**src/verilog/nv_access_map.vh**
```
// register offsets, field positions, key and command codes and timing counts
// for the protected configuration and nonvolatile access block
// assumes a byte-wide special function register bus with 8-bit offsets
`ifndef NV_ACCESS_MAP_VH
`define NV_ACCESS_MAP_VH

`define ADDR_NV_ADDRESS_LOW 8'h84
`define ADDR_NV_ADDRESS_HIGH 8'h85
`define ADDR_NV_RESULT 8'h86
`define ADDR_NV_DATA_LOW 8'h8E
`define ADDR_NV_DATA_HIGH 8'h8F
`define ADDR_SYSTEM_CONFIG 8'hB1
`define ADDR_PART_IDENTITY 8'hA1

`define UNLOCK_KEY_FIRST 8'h55
`define UNLOCK_KEY_SECOND 8'hAA
`define CMD_WRITE 8'h9A
`define CMD_READ_DATA 8'h8E

`define CFG_WDOG_BIT 0
`define CFG_REG_OFF_BIT 1
`define CFG_DATA_WE_BIT 2
`define CFG_CODE_WE_BIT 3
`define CFG_SOFT_RST_BIT 4
`define CFG_BOOT_BIT 5
`define RES_ADDR_OK_BIT 6
`define RES_CMD_FAULT_BIT 1

`define CW_READOUT_BIT 15
`define CW_BOOT_SEL_BIT 14
`define CW_LONG_RST_BIT 13
`define CW_RST_PIN_BIT 12

`define DATA_AREA_BASE 16'hC000
`define DATA_AREA_TOP 16'hC0FF
`define CODE_AREA_TOP 16'h3FFF
`define BOOT_VECTOR_APP 16'h0000
`define BOOT_VECTOR_BOOT 16'h3800

// unlock opens 13 cycles after the second key, stays open until cycle 23
`define UNLOCK_OPEN_CYCLES 5'd13
`define UNLOCK_CLOSE_CYCLES 5'd23
`define LONG_RESET_MS 44
`define CLK_KHZ 100000
`define LONG_RESET_CYCLES (`LONG_RESET_MS * `CLK_KHZ)
`define NV_OP_CYCLES 8'd16

`endif

```
**src/verilog/nv_access.v**
```verilog
// protected configuration register, unlock sequencing and nonvolatile access
// assumes one core on a byte-wide register bus; wr/rd strobes are one cycle,
// core honours STALL_OUT; flash array is modelled by internal arrays
`timescale 1ns/100ps
`default_nettype none
`include "nv_access_map.vh"

module nv_access #(
	parameter [31:0] LONG_RESET_CYCLES = `LONG_RESET_CYCLES,
	parameter [7:0] PART_IDENTITY_VALUE = 8'h3C, // arbitrary value
	parameter [1:0] VARIANT_TOP_BITS = 2'b10
) (
	input wire CLK_IN,
	input wire NRST_IN,
	input wire [7:0] SFR_ADDR_IN,
	input wire [7:0] SFR_WDATA_IN,
	input wire SFR_WR_IN,
	input wire SFR_RD_IN,
	output reg [7:0] SFR_RDATA_OUT,
	output wire STALL_OUT,
	input wire WDOG_OVERFLOW_IN,
	input wire RST_PIN_IN,
	input wire [15:0] CONFIG_WORD_IN,
	output wire SYS_RESET_OUT,
	output wire REGULATOR_OFF_OUT,
	output wire READOUT_ALLOWED_OUT,
	output wire [15:0] BOOT_VECTOR_OUT,
	output wire RESET_EXTENDING_OUT,
	output wire UNLOCKED_OUT
);

	// ----------------------------------------------------------------
	// shared decode helpers
	// ----------------------------------------------------------------
	// one register write strobe landing on a given offset
	function write_hit;
		input wr;
		input [7:0] addr;
		input [7:0] target;
		begin
			write_hit = wr && (addr == target);
		end
	endfunction

	// the two commands that start an array operation and stall the core
	function command_known;
		input [7:0] code;
		begin
			case (code)
				`CMD_WRITE: command_known = 1'b1;
				`CMD_READ_DATA: command_known = 1'b1;
				default: command_known = 1'b0;
			endcase
		end
	endfunction

	// data area: even addresses only, everything else is refused
	function data_area_hit;
		input [15:0] addr;
		begin
			data_area_hit = (addr >= `DATA_AREA_BASE) && (addr <= `DATA_AREA_TOP) && !addr[0];
		end
	endfunction

	// code area: word writes need the lowest address bit clear
	function code_area_hit;
		input [15:0] addr;
		begin
			code_area_hit = (addr <= `CODE_AREA_TOP) && !addr[0];
		end
	endfunction

	// byte slot of the data area; odd addresses hold no storage
	function [6:0] data_slot;
		input [15:0] addr;
		begin
			data_slot = addr[7:1];
		end
	endfunction

	// word slot of the code area
	function [12:0] code_slot;
		input [15:0] addr;
		begin
			code_slot = addr[13:1];
		end
	endfunction

	// start address picked by the stored boot select bit
	function [15:0] boot_vector;
		input sel;
		begin
			boot_vector = sel ? `BOOT_VECTOR_BOOT : `BOOT_VECTOR_APP;
		end
	endfunction

	// config register as read: variant bits, boot flag, writable bits
	function [7:0] config_value;
		input [1:0] top;
		input boot;
		input [4:0] bits;
		begin
			config_value = {top, boot, bits};
		end
	endfunction

	// result register as the core reads it; unused bits read zero
	function [7:0] result_value;
		input addr_ok;
		input cmd_fault;
		begin
			result_value = 8'h00;
			result_value[`RES_ADDR_OK_BIT] = addr_ok;
			result_value[`RES_CMD_FAULT_BIT] = cmd_fault;
		end
	endfunction

	// ----------------------------------------------------------------
	// reset release and pin synchronisers
	// ----------------------------------------------------------------
	reg [1:0] rst_sync_q;
	reg [1:0] pin_sync_q;
	wire rst_n = rst_sync_q[1];

	always @(posedge CLK_IN or negedge NRST_IN) begin
		if (!NRST_IN)
			rst_sync_q <= 2'b00;
		else
			rst_sync_q <= {rst_sync_q[0], 1'b1};
	end

	always @(posedge CLK_IN or negedge rst_n) begin
		if (!rst_n)
			pin_sync_q <= 2'b00;
		else
			pin_sync_q <= {pin_sync_q[0], RST_PIN_IN};
	end

	// ----------------------------------------------------------------
	// configuration word, caught once after release
	// ----------------------------------------------------------------
	reg cw_taken_q;
	reg [15:0] cw_q;
	reg [31:0] long_cnt_q;

	always @(posedge CLK_IN or negedge rst_n) begin
		if (!rst_n) begin
			cw_taken_q <= 1'b0;
			cw_q <= 16'h0000;
		end else if (!cw_taken_q) begin
			cw_taken_q <= 1'b1;
			cw_q <= CONFIG_WORD_IN;
		end
	end

	// power-on stretch reloads on every NRST_IN release, not on a soft reset
	always @(posedge CLK_IN or negedge rst_n) begin
		if (!rst_n)
			long_cnt_q <= 32'h0000_0000;
		else if (!cw_taken_q)
			long_cnt_q <= CONFIG_WORD_IN[`CW_LONG_RST_BIT] ? LONG_RESET_CYCLES : 32'h0000_0000;
		else if (long_cnt_q != 32'h0000_0000)
			long_cnt_q <= long_cnt_q - 32'h0000_0001;
	end

	assign RESET_EXTENDING_OUT = !cw_taken_q || (long_cnt_q != 32'h0000_0000);
	assign READOUT_ALLOWED_OUT = cw_q[`CW_READOUT_BIT];
	assign BOOT_VECTOR_OUT = boot_vector(cw_q[`CW_BOOT_SEL_BIT]);
	wire pin_reset = cw_q[`CW_RST_PIN_BIT] && pin_sync_q[1];

	// ----------------------------------------------------------------
	// unlock sequencer
	// ----------------------------------------------------------------
	localparam [1:0] UL_IDLE = 2'd0;
	localparam [1:0] UL_ARMED = 2'd1;
	localparam [1:0] UL_TIMING = 2'd2;

	reg [1:0] ul_state_q;
	reg [4:0] ul_cnt_q;
	wire wr_unlock = write_hit(SFR_WR_IN, SFR_ADDR_IN, `ADDR_PART_IDENTITY);
	wire unlocked = (ul_state_q == UL_TIMING) && (ul_cnt_q >= `UNLOCK_OPEN_CYCLES);

	always @(posedge CLK_IN or negedge rst_n) begin
		if (!rst_n) begin
			ul_state_q <= UL_IDLE;
			ul_cnt_q <= 5'd0;
		end else begin
			case (ul_state_q)
				UL_IDLE: begin
					if (wr_unlock && SFR_WDATA_IN == `UNLOCK_KEY_FIRST)
						ul_state_q <= UL_ARMED;
				end
				UL_ARMED: begin
					// the second key must be the next register write other than a repeated first key
					if (SFR_WR_IN) begin
						ul_cnt_q <= 5'd0;
						if (wr_unlock && SFR_WDATA_IN == `UNLOCK_KEY_SECOND)
							ul_state_q <= UL_TIMING;
						else if (wr_unlock && SFR_WDATA_IN == `UNLOCK_KEY_FIRST)
							ul_state_q <= UL_ARMED;
						else
							ul_state_q <= UL_IDLE;
					end
				end
				UL_TIMING: begin
					if (wr_unlock || ul_cnt_q == `UNLOCK_CLOSE_CYCLES)
						ul_state_q <= UL_IDLE;
					else
						ul_cnt_q <= ul_cnt_q + 5'd1;
				end
				default: ul_state_q <= UL_IDLE;
			endcase
		end
	end

	assign UNLOCKED_OUT = unlocked;

	// ----------------------------------------------------------------
	// system configuration
	// ----------------------------------------------------------------
	reg boot_q;
	reg soft_rst_q;
	reg code_we_q;
	reg data_we_q;
	reg reg_off_q;
	reg wdog_en_q;
	reg [4:0] cfg_bits_d;
	wire wr_cfg = write_hit(SFR_WR_IN, SFR_ADDR_IN, `ADDR_SYSTEM_CONFIG) && unlocked;

	// boot flag lives on the NRST_IN reset only, so a soft reset can clear it
	always @(posedge CLK_IN or negedge rst_n) begin
		if (!rst_n)
			boot_q <= 1'b1;
		else if (soft_rst_q)
			boot_q <= 1'b0;
	end

	// soft reset pulse lasts one cycle; the system reset output carries it
	// a pending soft reset wins over a write in the same cycle
	always @* begin
		cfg_bits_d = {soft_rst_q, code_we_q, data_we_q, reg_off_q, wdog_en_q};
		if (soft_rst_q)
			cfg_bits_d = 5'h00;
		else if (wr_cfg)
			cfg_bits_d = SFR_WDATA_IN[4:0];
	end

	always @(posedge CLK_IN or negedge rst_n) begin
		if (!rst_n) begin
			soft_rst_q <= 1'b0;
			code_we_q <= 1'b0;
			data_we_q <= 1'b0;
			reg_off_q <= 1'b0;
			wdog_en_q <= 1'b0;
		end else begin
			soft_rst_q <= cfg_bits_d[`CFG_SOFT_RST_BIT];
			code_we_q <= cfg_bits_d[`CFG_CODE_WE_BIT];
			data_we_q <= cfg_bits_d[`CFG_DATA_WE_BIT];
			reg_off_q <= cfg_bits_d[`CFG_REG_OFF_BIT];
			wdog_en_q <= cfg_bits_d[`CFG_WDOG_BIT];
		end
	end

	assign REGULATOR_OFF_OUT = reg_off_q;
	assign SYS_RESET_OUT = soft_rst_q || (wdog_en_q && WDOG_OVERFLOW_IN) || pin_reset;

	wire [7:0] cfg_value = config_value(VARIANT_TOP_BITS, boot_q,
		{soft_rst_q, code_we_q, data_we_q, reg_off_q, wdog_en_q});

	// ----------------------------------------------------------------
	// nonvolatile address, data and command
	// ----------------------------------------------------------------
	reg [7:0] addr_lo_q;
	reg [7:0] addr_hi_q;
	reg [7:0] data_lo_q;
	reg [7:0] data_hi_q;
	reg addr_ok_q;
	reg cmd_fault_q;
	reg [7:0] busy_q;
	// data area: 128 even-address bytes; code area: 8K words
	reg [7:0] data_mem [0:127];
	reg [15:0] code_mem [0:8191];

	wire [15:0] nv_addr = {addr_hi_q, addr_lo_q};
	wire in_data = data_area_hit(nv_addr);
	wire in_code = code_area_hit(nv_addr);
	wire wr_ok = (in_data && (data_we_q || code_we_q)) || (in_code && code_we_q);
	wire wr_cmd = write_hit(SFR_WR_IN, SFR_ADDR_IN, `ADDR_NV_RESULT) && (busy_q == 8'd0);

	assign STALL_OUT = (busy_q != 8'd0);

	always @(posedge CLK_IN or negedge rst_n) begin
		if (!rst_n)
			busy_q <= 8'd0;
		else if (wr_cmd && command_known(SFR_WDATA_IN))
			busy_q <= `NV_OP_CYCLES;
		else if (busy_q != 8'd0)
			busy_q <= busy_q - 8'd1;
	end

	always @(posedge CLK_IN or negedge rst_n) begin
		if (!rst_n) begin
			addr_lo_q <= 8'h00;
			addr_hi_q <= 8'h00;
			data_hi_q <= 8'h00;
			addr_ok_q <= 1'b0;
			cmd_fault_q <= 1'b0;
		end else begin
			if (write_hit(SFR_WR_IN, SFR_ADDR_IN, `ADDR_NV_ADDRESS_LOW))
				addr_lo_q <= SFR_WDATA_IN;
			if (write_hit(SFR_WR_IN, SFR_ADDR_IN, `ADDR_NV_ADDRESS_HIGH))
				addr_hi_q <= SFR_WDATA_IN;
			if (write_hit(SFR_WR_IN, SFR_ADDR_IN, `ADDR_NV_DATA_HIGH))
				data_hi_q <= SFR_WDATA_IN;
			if (wr_cmd) begin
				case (SFR_WDATA_IN)
					`CMD_WRITE: begin
						cmd_fault_q <= 1'b0;
						addr_ok_q <= wr_ok;
					end
					`CMD_READ_DATA: begin
						cmd_fault_q <= 1'b0;
						addr_ok_q <= in_data;
					end
					default: cmd_fault_q <= 1'b1;
				endcase
			end
		end
	end

	// arrays carry no reset: contents survive any system reset
	always @(posedge CLK_IN) begin
		if (wr_cmd && SFR_WDATA_IN == `CMD_WRITE && wr_ok) begin
			if (in_data)
				data_mem[data_slot(nv_addr)] <= data_lo_q;
			else
				code_mem[code_slot(nv_addr)] <= {data_hi_q, data_lo_q};
		end
	end

	always @(posedge CLK_IN or negedge rst_n) begin
		if (!rst_n)
			data_lo_q <= 8'h00;
		else if (wr_cmd && SFR_WDATA_IN == `CMD_READ_DATA && in_data)
			data_lo_q <= data_mem[data_slot(nv_addr)];
		else if (write_hit(SFR_WR_IN, SFR_ADDR_IN, `ADDR_NV_DATA_LOW))
			data_lo_q <= SFR_WDATA_IN;
	end

	// ----------------------------------------------------------------
	// read mux, registered
	// ----------------------------------------------------------------
	reg [7:0] rdata_d;

	always @* begin
		case (SFR_ADDR_IN)
			`ADDR_NV_ADDRESS_LOW: rdata_d = addr_lo_q;
			`ADDR_NV_ADDRESS_HIGH: rdata_d = addr_hi_q;
			`ADDR_NV_RESULT: rdata_d = result_value(addr_ok_q, cmd_fault_q);
			`ADDR_NV_DATA_LOW: rdata_d = data_lo_q;
			`ADDR_NV_DATA_HIGH: rdata_d = data_hi_q;
			`ADDR_SYSTEM_CONFIG: rdata_d = cfg_value;
			`ADDR_PART_IDENTITY: rdata_d = PART_IDENTITY_VALUE;
			default: rdata_d = 8'h00;
		endcase
	end

	// read data holds until the next read strobe
	always @(posedge CLK_IN or negedge rst_n) begin
		if (!rst_n)
			SFR_RDATA_OUT <= 8'h00;
		else if (SFR_RD_IN)
			SFR_RDATA_OUT <= rdata_d;
	end

endmodule // nv_access
`default_nettype wire

```
**config.mk**
```make
export PLATFORM = sky130hd
export DESIGN_NAME = nv_access
export DESIGN_NICKNAME = d
export VERILOG_FILES = /design/src/verilog/nv_access.v
export VERILOG_INCLUDE_DIRS = /design/src /design/src/verilog
export SDC_FILE = /design/constraint.sdc
export NUM_CORES = 1
export LEC_CHECK = 0
export BUFFER_PORTS_ARGS = -buffer_cell sky130_fd_sc_hd__buf_2
export CAP_MARGIN = 20
export CORE_MARGIN = 5
export CORE_UTILIZATION = 50
export CTS_CLUSTER_DIAMETER = 200
export DETAILED_ROUTE_END_ITERATION = 16
export PLACE_DENSITY = 0.62
export SLEW_MARGIN = 20
export SYNTH_ARGS = -nofsm -noshare
export SYNTH_HDL_FRONTEND = slang
export SYNTH_SLANG_ARGS = --single-unit
```
**constraint.sdc**
```tcl
create_clock -name CLK_IN -period 6.5 [get_ports CLK_IN]
set_input_delay 0.65 -clock CLK_IN [delete_from_list [all_inputs] [get_ports CLK_IN]]
set_output_delay 0.65 -clock CLK_IN [all_outputs]
set_load 0.05 [all_outputs]
```
==> results of run 1 <==
-- worst max-delay path by stage --
stage / endpoint / depth (start not counted) / slack [ps]
after floorplan: data_mem[66][0]$_DFFE_PP_ / 8 / 3220
after global placement: data_mem[107][1]$_DFFE_PP_ / 10 / 2270
after detailed placement: data_mem[107][7]$_DFFE_PP_ / 10 / 2180
after CTS: data_mem[83][4]$_DFFE_PP_ / 10 / 2160
after global routing: data_mem[83][5]$_DFFE_PP_ / 10 / 1970
final: data_mem[83][5]$_DFFE_PP_ / 10 / 2150
-- metrics by stage --
step                      total power [uW]  util [%]  instances  cell area (sq um)
final                                15400      55.9       4127              50400
after global routing                 15900      55.9       4126              50400
after CTS                            15500      55.9       4126              50400
after detailed placement              9260      51.9       3913              46800
after global placement                9230      51.9       3913              46800
after floorplan                       8900         -       2833              45600
-- metal layers --
layer | global-route usage (%) | vias up | wire [um]
met5 | 0 | - | 17
met4 | 8.46 | 2 | 4250
met3 | 5.35 | 266 | 11800
met2 | 38.8 | 1362 | 56900
met1 | 34.4 | 13690 | 49200
li1 | - | 11359 | -
-- sequential cells by signal, summed over array words and instances (netlist names), 2 cells and up --
signal	flops
long_cnt_q	32
cw_q	3
data_mem	1024
data_lo_q	8
rst_sync_q	2
addr_lo_q	8
SFR_RDATA_OUT	8
busy_q	8
ul_state_q	2
addr_hi_q	8
ul_cnt_q	5
data_hi_q	8
pin_sync_q	2
-- Yosys cell counts, types with 23 or more instances --
cell type     n
nand2_1     102
a21oi_1     101
mux2_2      136
edfxtp_1   1024
mux4_2       42
a22oi_1      62
a221oi_1    173
inv_1        23
and2_1       25
clkbuf_1     77
nor2_1      227
o21ai_0      85
nand3_1      26
dfrtp_1     102
buf_4        32
o221ai_1     31
buf_2        61
nor3_1       23
mux2i_1     114
-- worst max-delay path: stages, from the launching register on --
cell and delay (ps):
dfrtp_1 400, inv_1 100, ha_1 210, or4b_4 510
nor4_4 370, and4_4 340, o2111a_2 370, buf_4 310
nand2_1 360, buf_4 350, nor2_1 630
-- area by class of cell --
class	instances	share of cell area, %
clock buffer	141	5.96
tap	1176	2.92
multi-input combinational	1484	22.2
antenna	1	0.00496
inverter	24	0.184
clock inverter	71	1.12
sequential	1127	66.2
timing repair buffer	103	1.39
-- what timing repair did --
action	4_1_cts	5_1_grt
endpoints found under the hold margin	2	0
hold buffers	1	0
endpoints found under the setup margin	0	0
-- power by group through the flow --
stage	combinational, uW	sequential, uW	clock [uW]
3_5_place_dp	952	8300	0
2_1_floorplan	602	8290	0
3_3_place_gp	933	8290	0
4_1_cts	957	8150	6340
6_report	968	8150	6270
5_1_grt	1030	8170	6650
-- cell families after synthesis --
logic type / Yosys count
AO/OA/AOI/OAI: 609
XOR/XNOR: 30
adder cells (fa/ha/maj): 5
buffers and inverters: 222
flip-flops: 1127
multiplexers: 292
other: 2
AND/OR/NAND/NOR: 533
==> reports/qor.yml, run 1 <==
outcome:
  status: "completed"
timing:
  rsz0062_at_grt: "false"
  slew_headroom_pct: 18.4
  finalMaxSlewViolations: 0
  timing.hold.ws_ps: 78.8
  setup_viol: 0
  fmax_mhz: 230
  worst_slew_pin_slew_ps: 1220
  layout_setup_ws_ps: 2150
  hold_violations: 0
  finalCritPeriodShare_pct: 66.9
  fin_skew_ps: 30.6
  min_period_ps: 4350
  finalSetupTns_ps: 0
detailed_routing:
  drc: 0
  viasPerCell: 6.46
  drtIter0Drc: 3037
  ant_nets: 0
  wl_um: 122000
  routedWlPerCell_um: 29.6
  drtPass1Iterations: 6
  vias: 26679
final_layout:
  layout_common_cells: "edfxtp_1, nor2_1, a221oi_1"
  fillCellCount: 6926
  final_common_cell: "edfxtp_1"
  layout-drive-gt1-share_pct: 17.4
  layout-area-overhead-vs-synth_pct: 10.8
  multi_input_area_sq_um: 11200
  seq_area_sq_um: 33400
  num-nets-final: 2897
synthesis:
  synthAdderAreaFrac_pct: 0.137
  yosysUniqueCellTypes: 97
  synth-edff-count: 1024
  synthXorXnorAreaFrac_pct: 0.577
  syn_avg_cell_area_sq_um: 16.1
  synth_area_leader_cell: "edfxtp_1"
  synthArstFlopShare_pct: 9.14
  synthMuxAreaShare_pct: 7.95
  yosysSeqAreaShare_pct: 73.2
  netlist_instances: 2820
  netlist_area_sq_um: 45500
  synth_compound_area_share_pct: 9.89
  yosysWarnings: 0
  synth_seq_cells: 1127
  yosys.area.top_type_share_pct: 67.5
  synthFlopType: "edfxtp_1"
  synthSimpleGateAreaFrac_pct: 5.81
  synth_top_family_by_area: "compound AO/OA/AOI/OAI gates"
  yosys-top-cells-area: "edfxtp_1, dfrtp_1, mux2_2"
worst_hold_path:
  min_delay_worst_endpoint: "pin_sync_q[0]$_DFF_PN0_"
  whs_path_depth: 1
  hold_start: "RST_PIN_IN"
  hp-class: "in -> reg"
power:
  comb_power_share_pct: 6.3
  powerDensity_nw_per_um2: 305
  p_int_uw: 11900
  ir_drop_mv: 0.191
  pwr-share-clk_pct: 40.7
  pwr-share-seq_pct: 53.0
  p_switching_uw: 3530
  swShare_pct: 22.9
  power.leakage_uw: 0.0164
setup_path:
  critical_path_arrival_ps: 4650
  worstPathRequired_ps: 6800
  crit_start: "busy_q[0]$_DFFE_PN0P_"
  reg2reg_slack_ps: 2150
  crit_type: "reg -> reg"
  cp_max_fo: 9
  cp-start-kind: "register"
  end_kind: "register"
  timing.rr.end: "data_mem[83][5]$_DFFE_PP_"
  reg2reg_depth: 10
  worstReg2RegStart: "busy_q[0]$_DFFE_PN0P_"
flow_run:
  maxCapViolations: 0
global_routing:
  grt_pass1_vias: 26570
  antenna_found_initial: 2
  grt_pass1_wl_um: 179000
  grt_start_max_net_pins: 107
  grt_usage_pct: 24.6
  overflow: 0
clock_network:
  cts_max_level: 3
  clkLatencyLatePin_ps: 690
  post_cts.repair.setup_buffers: 0
  cts_tree: "yes"
  path_clk_slew_ps: 60
  post_cts_resized: 0
  clock_sinks: 1127
  clockBufferDepth: 3
  numCtsBuffers: 114
  cts-root-buf: "clkbuf_16"
placement:
  place_hpwl_um: 73200
  place_ws_ps: 2180
  portBuffers: 42
  gp_congestion: 0.876
floorplanning:
  initial_core_util_pct: 50.5
  fp.dieH_um: 312
  coreArea_sq_um: 90100
  die_x_um: 312
  dieArea_sq_um: 97200
  rows: 110
  io_pins: 68
(Power assumes the default switching activity.)
==> run 2, diff against run 1 <==
- PLACE_DENSITY: 0.62 -> 0.64
- clock period: 6.5 -> 3.6 ns (I/O delays scaled with it)
==> reports/qor.yml, run 2 (synthesis results as in run 1) <==
power:
  power.leakage_uw: 0.0179
  ir_drop_mv: 0.379
  powerDensity_nw_per_um2: 549
timing:
  worst_slew_pin_slew_ps: 1070
  fin_skew_ps: 23.7
  finalSetupTns_ps: 0
  hold_violations: 0
  finalMaxSlewViolations: 0
  finalCritPeriodShare_pct: 97.0
  fmax_mhz: 286
  min_period_ps: 3490
  setup_viol: 0
  slew_headroom_pct: 28.5
  rsz0062_at_grt: "false"
detailed_routing:
  ant_nets: 0
  wl_um: 124000
  routedWlPerCell_um: 28.4
  drc: 0
  vias: 27745
  drtPass1Iterations: 6
  drtIter0Drc: 3274
  viasPerCell: 6.37
clock_network:
  clkLatencyLatePin_ps: 680
  cts_tree: "yes"
  numCtsBuffers: 113
  clock_sinks: 1127
  post_cts.repair.setup_buffers: 0
  path_clk_slew_ps: 60
  post_cts_resized: 0
  cts_max_level: 3
  cts-root-buf: "clkbuf_16"
  clockBufferDepth: 3
placement:
  place_hpwl_um: 77500
  portBuffers: 42
  gp_congestion: 0.929
  placed_cell_area_sq_um: 48800
setup_path:
  cp_top_family: "simple AND/OR/NAND/NOR gates"
  crit_type: "reg -> reg"
  cp.depth: 11
  crit_start: "busy_q[0]$_DFFE_PN0P_"
  worstPathBufferInverterCount: 4
  worstReg2RegStart: "busy_q[0]$_DFFE_PN0P_"
  reg2reg_depth: 11
  critical_path_arrival_ps: 3870
  cp_max_fo: 12
  end_kind: "register"
  path_cells: "inv_1, ha_1, or4b_4, nor4_4, and4_4, o2111a_2, buf_12, nand2_2, buf_4, nor2_1, buf_4"
  max_stage_delay_ps: 510
  cp-start-kind: "register"
  worstPathRequired_ps: 3980
  critPathSlowestCell: "or4b_4"
  crit_path_frequent_cell: "buf_4"
flow_run:
  maxCapViolations: 0
global_routing:
  grt_pass1_vias: 27708
  antenna_found_initial: 2
  overflow: 0
  grt_pass1_wl_um: 183000
  grt_start_max_net_pins: 97
  grt_usage_pct: 25.0
final_layout:
  layout-area-overhead-vs-synth_pct: 16.1
  layout_common_cells: "edfxtp_1, buf_4, nor2_1"
  fillCellCount: 6648
  num-nets-final: 3128
  layout-drive-gt1-share_pct: 23.6
  largestRegisters: "data_mem (1024), long_cnt_q (32)"
  final_common_cell: "edfxtp_1"
  largest_reg_flops: 1024
  finalInstanceArea_sq_um: 52800
  seq_area_sq_um: 33400
  multi_input_area_sq_um: 11200
  top_register: "data_mem"
  antenna_cells: 0
worst_hold_path:
  hold_start: "SFR_ADDR_IN[4]"
  hp-class: "in -> reg"
  whs_path_depth: 4
floorplanning:
  rows: 110
  fp.dieH_um: 312
  dieArea_sq_um: 97200
  coreArea_sq_um: 90100
  io_pins: 68
  initial_core_util_pct: 50.5
  die_x_um: 312
outcome:
  status: "completed"
-- run 2: cell types whose count changed in the layout (fill, tap and decap cells not counted), sizes merged --
cell | before | now
diode | 1 | 0
clkinv | 57 | 41
buf | 102 | 326
dlygate4sd3 | 1 | 9
inv | 25 | 27
clkinvlp | 6 | 5
clkbuf | 141 | 143
bufinv | 7 | 20
-- run 2: cell type report --
class / instances / area share [%]
sequential: 1127 / 63.2
multi-input combinational: 1484 / 21.2
clock buffer: 143 / 5.91
timing repair buffer: 335 / 5.19
tap: 1176 / 2.78
clock inverter: 69 / 1.60
inverter: 24 / 0.175
-- run 2: metal layers --
metal | share of wire, % | global-route usage (%) | routed length, um | up-vias
met5 | 0.011 | 0 | 13 | -
met4 | 3.7 | 8.82 | 4630 | 2
met3 | 9.6 | 4.95 | 11900 | 289
met2 | 47 | 39.9 | 58400 | 1483
met1 | 39 | 34.6 | 48900 | 14139
li1 | - | - | - | 11832
-- run 2: through the flow --
step	utilization, %	setup slack [ps]	power, uW	cells	hold WS, ps
6_report	58.6	109	29000	4358	47.5
5_1_grt	58.6	28.4	29900	4358	47.2
4_1_cts	58.6	155	29100	4357	11.8
3_5_place_dp	54.1	206	16800	4136	148
3_3_place_gp	54.1	266	16800	4136	145
2_1_floorplan	-	319	16100	2833	64.4
-- run 2: worst reg2reg max path, stage by stage, from the launching register on --
cell and delay [ps]:
dfrtp_1 400, inv_1 110, ha_1 230, or4b_4 510, nor4_4 220, and4_4 300, o2111a_2 230, buf_12 190
nand2_2 370, buf_4 290, nor2_1 120, buf_4 220
-- run 2: worst paths after layout --
check                                             end  slack, ps
setup / recovery             data_mem[7][5]$_DFFE_PP_        110
hold / removal              ul_state_q[1]$_DFFE_PN0P_         50
setup reg to reg             data_mem[7][5]$_DFFE_PP_        110
hold reg to reg               rst_sync_q[1]$_DFF_PN0_        350
max in group asynchronous  long_cnt_q[16]$_DFFE_PN0P_       2280
min in group asynchronous  long_cnt_q[18]$_DFFE_PN0P_        440
-- run 2: where the power goes --
part	switching, uW	internal, uW	total (uW)
sequential	291	14500	14700
clock	4890	7540	12400
combinational	1200	653	1850
total	6380	22700	29000
-- run 2: repair_timing --
action	CTS	global route
hold buffers	9	0
endpoints found under the hold margin	22	0
endpoints found under the setup margin	0	0
